### config.mk
export PLATFORM = sky130hd
export DESIGN_NAME = ctp_timer_pair
export DESIGN_NICKNAME = d
export VERILOG_FILES = /design/src/logic/ctp_pkg.sv /design/src/logic/ctp_tick_if.sv /design/src/logic/ctp_prescaler.sv /design/src/logic/ctp_timer_pair.sv
export SDC_FILE = /design/constraint.sdc
export NUM_CORES = 1
export LEC_CHECK = 0
export ABC_AREA = 1
export BUFFER_PORTS_ARGS = -buffer_cell sky130_fd_sc_hd__buf_2
export CAP_MARGIN = 20
export CORE_MARGIN = 2
export CORE_UTILIZATION = 27
export DETAILED_ROUTE_END_ITERATION = 16
export GPL_ROUTABILITY_DRIVEN = 0
export MAX_ROUTING_LAYER = met4
export SLEW_MARGIN = 20
export SYNTH_ARGS = -nofsm -noshare
export SYNTH_HDL_FRONTEND = slang
export SYNTH_SLANG_ARGS = --single-unit
### constraint.sdc
create_clock -name clk_sys -period 4.65 [get_ports clk_sys]
set_input_delay 0.6975 -clock clk_sys [delete_from_list [all_inputs] [get_ports clk_sys]]
set_output_delay 0.6975 -clock clk_sys [all_outputs]
set_load 0.005 [all_outputs]
### src/logic/ctp_pkg.sv
package ctp_pkg;
    localparam logic [11:0] CTP_OFF_EVEN_CTRL_A = 12'h000;
    localparam logic [11:0] CTP_OFF_ODD_CTRL_A = 12'h004;
    localparam logic [11:0] CTP_OFF_EVEN_CTRL_B = 12'h008;
    localparam logic [11:0] CTP_OFF_ODD_CTRL_B = 12'h00C;
    localparam logic [11:0] CTP_OFF_PERIOD_BASE = 12'h010;
    localparam logic [11:0] CTP_OFF_COUNT_BASE = 12'h020;
    localparam logic [11:0] CTP_OFF_IRQ_STATUS = 12'h030;
    localparam logic [11:0] CTP_OFF_IRQ_MASK = 12'h034;
    localparam int CTP_BIT_TIMER_ON = 15;
    localparam int CTP_BIT_GATE = 6;
    localparam int CTP_BIT_PRESCALE_LO = 4;
    localparam int CTP_BIT_CHAIN = 3;
    localparam int CTP_BIT_CLK_SRC = 1;
    localparam int CTP_BIT_PRIO_LO = 8;
    localparam int CTP_BIT_IRQ_EN = 12;
    localparam logic [15:0] CTP_CTRL_RESET = 16'h0000;
    localparam logic [15:0] CTP_CTRL_WMASK = 16'h977A;
    localparam logic [15:0] CTP_PERIOD_RESET = 16'hFFFF;
    localparam logic [3:0] CTP_STATUS_RESET = 4'h0;
    localparam int CTP_NUM_TIMERS = 4;
    localparam int CTP_NUM_PAIRS = 2;
endpackage : ctp_pkg

### src/logic/ctp_tick_if.sv
`timescale 1ns/1ns
interface ctp_tick_if;
    logic extSync;
    logic [1:0] prescaleSel;
    logic clkSourceSel;
    logic gateEnable;
    logic timerOn;
    logic tick;
    modport source(input extSync, prescaleSel, clkSourceSel, gateEnable,
        timerOn, output tick);
    modport sink(output extSync, prescaleSel, clkSourceSel, gateEnable,
        timerOn, input tick);
endinterface : ctp_tick_if

### src/logic/ctp_prescaler.sv
`timescale 1ns/1ns
module ctp_prescaler (
    input wire logic clk_sys,
    input wire logic rst_b,
    ctp_tick_if.source tk
);
    typedef struct packed {
        logic [7:0] div;
        logic extPrev;
        logic tick;
    } ctp_pre_state_type;
    ctp_pre_state_type state;
    ctp_pre_state_type next_state;
    logic rawEdge;
    logic [7:0] limit;

    always_comb begin
        next_state = state;
        // Gate mode counts system clocks while the gate pin is high
        if (tk.gateEnable && !tk.clkSourceSel) begin
            rawEdge = tk.extSync;
        end else if (tk.clkSourceSel) begin
            rawEdge = tk.extSync && !state.extPrev;
        end else begin
            rawEdge = 1'b1;
        end
        case (tk.prescaleSel)
            2'h0: limit = 8'h00;
            2'h1: limit = 8'h07;
            2'h2: limit = 8'h3F;
            default: limit = 8'hFF;
        endcase
        next_state.extPrev = tk.extSync;
        next_state.tick = 1'b0;
        if (!tk.timerOn) begin
            next_state.div = 8'h00;
        end else if (rawEdge) begin
            if (state.div >= limit) begin
                next_state.div = 8'h00;
                next_state.tick = 1'b1;
            end else begin
                next_state.div = state.div + 8'h01;
            end
        end
    end

    always_ff @(posedge clk_sys or negedge rst_b) begin
        if (!rst_b) begin
            state <= '0;
        end else begin
            state <= next_state;
        end
    end

    // Stopping the timer drops a tick still in flight
    assign tk.tick = state.tick && tk.timerOn;
endmodule : ctp_prescaler

### src/logic/ctp_timer_pair.sv
`timescale 1ns/1ns
module ctp_timer_pair (
    input wire logic clk_sys,
    input wire logic rst_b,
    input wire logic psel,
    input wire logic penable,
    input wire logic pwrite,
    input wire logic [11:0] paddr,
    input wire logic [31:0] pwdata,
    output logic [31:0] prdata,
    output logic pready,
    output logic pslverr,
    input wire logic [7:0] extPins,
    input wire logic [11:0] remapInputSel,
    output logic irqOut,
    output logic [2:0] irqPrio,
    output logic adcTrigger
);
    localparam int NT = ctp_pkg::CTP_NUM_TIMERS;

    typedef struct packed {
        logic [NT-1:0][15:0] ctrl;
        logic [NT-1:0][15:0] period;
        logic [NT-1:0][15:0] count;
        logic [NT-1:0] status;
        logic [NT-1:0] mask;
        logic [7:0] ext1;
        logic [7:0] ext2;
        logic [31:0] rdata;
        logic ready;
        logic err;
        logic irq;
        logic [2:0] prio;
        logic adc;
    } ctp_state_type;

    ctp_state_type state;
    ctp_state_type next_state;
    logic [NT-1:0] tick;
    logic [NT-1:0] match;
    logic [1:0] chained;

    // Effective control word: when chained the odd timer uses the even one
    function automatic logic [15:0] ctp_eff_ctrl(
        input logic [NT-1:0][15:0] c, input int i);
        logic [15:0] r;
        r = c[i];
        if ((i % 2) == 1 && c[i-1][ctp_pkg::CTP_BIT_CHAIN]) begin
            r = c[i-1];
        end
        return r;
    endfunction : ctp_eff_ctrl

    genvar g;
    generate
        for (g = 0; g < NT; g++) begin : gen_pre
            ctp_tick_if tk();
            localparam int EV = g - (g % 2);
            logic [15:0] ec;
            logic [2:0] pinSel;
            assign ec = ctp_eff_ctrl(state.ctrl, g);
            // Chained odd timer listens to the even timer's pin
            assign pinSel = state.ctrl[EV][ctp_pkg::CTP_BIT_CHAIN] ?
                remapInputSel[3 * EV +: 3] : remapInputSel[3 * g +: 3];
            assign tk.extSync = state.ext2[pinSel];
            assign tk.prescaleSel =
                ec[ctp_pkg::CTP_BIT_PRESCALE_LO +: 2];
            assign tk.clkSourceSel = ec[ctp_pkg::CTP_BIT_CLK_SRC];
            assign tk.gateEnable = ec[ctp_pkg::CTP_BIT_GATE];
            assign tk.timerOn = ec[ctp_pkg::CTP_BIT_TIMER_ON];
            assign tick[g] = tk.tick;
            ctp_prescaler u_pre (
                .clk_sys(clk_sys),
                .rst_b(rst_b),
                .tk(tk)
            );
        end
    endgenerate

    always_comb begin
        logic [31:0] c32;
        logic [31:0] p32;
        logic [3:0] idx;
        logic [15:0] wv;
        logic [NT-1:0] setEv;
        logic [NT-1:0] hit;
        int e;
        c32 = '0;
        p32 = '0;
        idx = '0;
        wv = '0;
        setEv = '0;
        hit = '0;
        e = 0;
        next_state = state;
        next_state.ext1 = extPins;
        next_state.ext2 = state.ext1;
        for (int p = 0; p < ctp_pkg::CTP_NUM_PAIRS; p++) begin
            e = 2 * p;
            chained[p] = state.ctrl[e][ctp_pkg::CTP_BIT_CHAIN];
            if (chained[p]) begin
                c32 = {state.count[e+1], state.count[e]};
                p32 = {state.period[e+1], state.period[e]};
                hit[e+1] = (c32 == p32);
                if (tick[e]) begin
                    c32 = hit[e+1] ? 32'h0000_0000 : c32 + 32'h0000_0001;
                    setEv[e+1] = hit[e+1];
                end
                next_state.count[e+1] = c32[31:16];
                next_state.count[e] = c32[15:0];
            end else begin
                for (int k = e; k < e + 2; k++) begin
                    hit[k] = (state.count[k] == state.period[k]);
                    if (tick[k]) begin
                        next_state.count[k] = hit[k] ? 16'h0000 :
                            state.count[k] + 16'h0001;
                        setEv[k] = hit[k];
                    end
                end
            end
        end
        match = setEv;
        next_state.adc = setEv[1];
        next_state.ready = psel && !penable;
        next_state.err = 1'b0;
        if (psel && !penable) begin
            idx = paddr[5:2];
            next_state.rdata = '0;
            next_state.err = (paddr[11:6] != 6'h00) || (idx > 4'hD) ||
                (paddr[1:0] != 2'h0);
            if (next_state.err) begin
                next_state.rdata = '0;
            end else if (idx < 4'h4) begin
                next_state.rdata = {16'h0000, state.ctrl[idx[1:0]]};
            end else if (idx < 4'h8) begin
                next_state.rdata = {16'h0000, state.period[idx[1:0]]};
            end else if (idx < 4'hC) begin
                next_state.rdata = {16'h0000, state.count[idx[1:0]]};
            end else if (idx == 4'hC) begin
                next_state.rdata = {28'h0, state.status};
            end else if (idx == 4'hD) begin
                next_state.rdata = {28'h0, state.mask};
            end
        end
        // Set wins over write-one-to-clear
        next_state.status = state.status | setEv;
        if (psel && penable && state.ready && pwrite && !state.err) begin
            idx = paddr[5:2];
            wv = pwdata[15:0];
            if (idx < 4'h4) begin
                next_state.ctrl[idx[1:0]] = wv & ctp_pkg::CTP_CTRL_WMASK;
            end else if (idx < 4'h8) begin
                next_state.period[idx[1:0]] = wv;
            end else if (idx < 4'hC) begin
                next_state.count[idx[1:0]] = wv;
            end else if (idx == 4'hC) begin
                next_state.status = (state.status & ~pwdata[NT-1:0]) | setEv;
            end else if (idx == 4'hD) begin
                next_state.mask = pwdata[NT-1:0];
            end
        end
        next_state.irq = 1'b0;
        next_state.prio = 3'h0;
        for (int i = 0; i < NT; i++) begin
            if (state.status[i] && state.mask[i] &&
                state.ctrl[i][ctp_pkg::CTP_BIT_IRQ_EN]) begin
                next_state.irq = 1'b1;
                if (state.ctrl[i][ctp_pkg::CTP_BIT_PRIO_LO +: 3] >
                    next_state.prio) begin
                    next_state.prio =
                        state.ctrl[i][ctp_pkg::CTP_BIT_PRIO_LO +: 3];
                end
            end
        end
    end

    always_ff @(posedge clk_sys or negedge rst_b) begin
        if (!rst_b) begin
            state <= '0;
            for (int i = 0; i < NT; i++) begin
                state.period[i] <= ctp_pkg::CTP_PERIOD_RESET;
            end
        end else begin
            state <= next_state;
        end
    end

    assign prdata = state.rdata;
    assign pready = state.ready;
    assign pslverr = state.err;
    assign irqOut = state.irq;
    assign irqPrio = state.prio;
    assign adcTrigger = state.adc;
endmodule : ctp_timer_pair

==> results_dict.tcl <==
set metrics [dict create \
    placed_area_um2 18400 \
    initial_core_util_pct 27.1 \
    yosysUniqueCellTypes 51 \
    postCtsHoldBufs 0 \
    ys_ff_latch 255 \
    min_period_over_period_pct 84.6 \
    hold_viol 0 \
    clkPwrFrac_pct 34.6 \
    fp.dieW_um 258 \
    cts_max_level 1 \
    crit_fanout 4 \
    clkTransAtPathRegs_ps 60 \
    vias 16700 \
    cts.sinks 255 \
    grt_start_max_net_pins 99 \
    leakage_nw 9.09 \
    ir_drop_mv 0.284 \
    layout_min_cycle_time_ps 3930 \
    max_freq_mhz 254 \
    crit_required_ps 5120 \
    io-pin-count 108 \
    place_inst 3346 \
    drtAntennaViolNets 0 \
    cts_buffers 31 \
    rows 93 \
    nets 2642 \
    cts_tree "done" \
    grtUsageTotal_pct 17.8 \
    cts-root-buf "clkbuf_16" \
    wirelength_um 58300 \
    dp_hpwl_um 43700 \
    ys_seq_area_share_pct 37.1 \
    power_frac_comb_pct 25.2 \
    final_cell_area_um2 19400 \
    drive_gt1_share_pct 10.5 \
    slew_headroom_pct 31.2 \
    syn2layout_area_growth_pct 11.6 \
    cts_buffer_depth 3 \
    core_um2 64100 \
    drcViolationCount 0 \
    drt_iter0_drc 1943 \
    die_h_um 258 \
    yosys_warnings 0 \
    wl_per_cell_um 17.1 \
    syn_avg_cell_area_um2 6.94 \
    grt-ovfl-total 0 \
    outcome "complete, no violations" \
    endpoint_kind "flip-flop" \
    rsz0062_at_grt "false" \
    power_switching_w 0.00263 \
    power_w 0.00713 \
    syn-cell-area_um2 17400 \
    grt_antenna_before_repair 2 \
    powerDensity_nw_per_um2 367 \
    cp-start-kind "flip-flop" \
    final_core_util_pct 30.3 \
    die_area_um2 66500 \
    critPathKind "reg -> reg" \
    skew_ps 12.8 \
    post_cts_buffers 0 \
    power.internal_w 0.00450 \
    stdcell_count 3407 \
    cap_violations 0 \
    setup_tns_ps 0 \
    io_buffers 75 \
    cts-resized-gates 0 \
    grt_pass1_vias 15600 \
    drv_slew 0 \
    hold_path.class "in -> async" \
    setup_violations 0 \
    critical_path_arrival_ps 4410 \
    switching_share_pct 36.9 \
    worst_pin_slew_ps 1030 \
    synthCells 2507 \
    p_seq_share_pct 40.3 \
    drt_pass1_iterations 8 \
    grt_first_pass_wirelength_um 91300 \
    viasPerCell 4.89 \
    clk_latency_ps 600 \
]
[cell usage in the layout, fill, tap and decap left out, drive strengths merged, types with 5 or more instances in the layout]
cell     instances
a21oi           77
a221oi           5
a22o             6
buf             91
clkbuf          44
clkinv          11
conb            16
dfrtp          191
dfstp           64
ha              49
inv            293
nand2          754
nand3          173
nand3b          24
nand4           46
nor2           263
nor3            24
o2111ai         10
o211ai           9
o21ai          211
o221ai           9
o22ai           51
o31ai            8
or2              7
xnor2           34
xor2            56
[registers in the layout (all words and copies together) (netlist names)]
name                 count
pready                   1
prdata                  16
gen_pre.ec              20
pslverr                  1
irqPrio                  3
next_state               8
gen_pre.u_pre.state     40
adcTrigger               1
irqOut                   1
state                  164
[cells by family after synthesis]
| kind of cell | count (synthesis) | synth area share [%] |
|---|---|---|
| flops | 255 | 37.1 |
| other cells | 1 | 0.0216 |
| buf+inv | 416 | 10.2 |
| simple gates | 1295 | 31.6 |
| fa+ha+maj | 49 | 3.52 |
| compound gates | 401 | 13.0 |
| xor+xnor | 90 | 4.53 |
[metal layers]
layer  global-route usage [%]  up-vias  wire (µm)
li1                         -     8117          -
met1                     24.3     7872      26300
met2                     27.7      594      26200
met3                     2.22       89       4130
met4                     5.14        0       1640
met5                        -        -          0
[worst max-delay path, stage by stage, from the launching register on]
cell and delay (ps):
dfrtp_1 350, inv_1 50, nor3_1 260, inv_1 120, nor2_1 150, inv_1 60
ha_1 310, nand2_1 60, o21ai_0 190, nand3_1 160, nand2_1 90, o21ai_0 110
ha_1 320, nand2_1 50, o21ai_0 150, nand2_1 100, a31oi_1 290, nor2_1 90
a21oi_1 170, ha_1 270, a31oi_1 170, nand2_1 90, inv_1 100, o21ai_0 90
[synth_stat cells, drive strengths merged]
master	number	area, µm²
clkbuf	38	145
nand3	173	891
a2bb2oi	2	17.5
o221ai	9	78.8
dfstp	64	1680
ha	49	613
nand3b	24	180
a211oi	3	22.5
xor2	56	490
and2	1	6.26
nor4	1	6.26
inv	292	1100
a31oi	4	25.0
dfrtp	191	4780
o21bai	1	7.51
clkinv	2	7.51
nor3b	1	12.5
nor3	24	125
a21oi	77	385
buf	84	527
a22o	6	52.6
or3	1	6.26
a221oi	5	43.8
or2	7	43.8
o22a	1	8.76
nand2	754	2860
o21ai	211	1060
o2111ai	10	87.6
o211ai	9	67.6
nand4	46	300
o31ai	8	60.1
o21a	4	30.0
conb	1	3.75
o22ai	51	319
xnor2	34	298
nor2	263	1060
[area by class of cell]
class	count	area (µm²)
Antenna cell	3	7.51
Inverter	294	1110
Multi-Input combinational cell	1851	9220
Sequential cell	255	6460
Timing Repair Buffer	91	531
Clock inverter	14	163
Fill cell	6948	44700
Tap cell	855	1070
Clock buffer	44	855
[metrics by stage]
step	setup slack [ps]	hold slack, ps
after floorplan	1190	331
after global placement	767	333
after detailed placement	700	335
after CTS	710	168
after global routing	161	182
final	718	121
[power by group through the flow]
stage | combinational, W | clock [W] | sequential [W]
after floorplan | 0.00141 | 0 | 0.00263
after global placement | 0.00176 | 0 | 0.00289
after detailed placement | 0.00176 | 0 | 0.00288
after CTS | 0.00177 | 0.00251 | 0.00285
after global routing | 0.00204 | 0.00259 | 0.00289
final | 0.00179 | 0.00246 | 0.00287
[path summary, 6_finish.rpt]
check / endpoint / slack (ps) / depth (start not counted) / start
min: next_state[46] / 120 / 1 / rst_b
max in group asynchronous: state[190] / 3500 / 2 / rst_b
min in group clk_sys: next_state[42] / 200 / 1 / extPins[3]
max reg2reg: irqPrio[2] / 720 / 23 / gen_pre[0].ec[12]
min reg2reg: state[39] / 350 / 0 / next_state[39]
max: irqPrio[2] / 720 / 23 / gen_pre[0].ec[12]
Note: power is estimated with default switching activity, not from simulation.
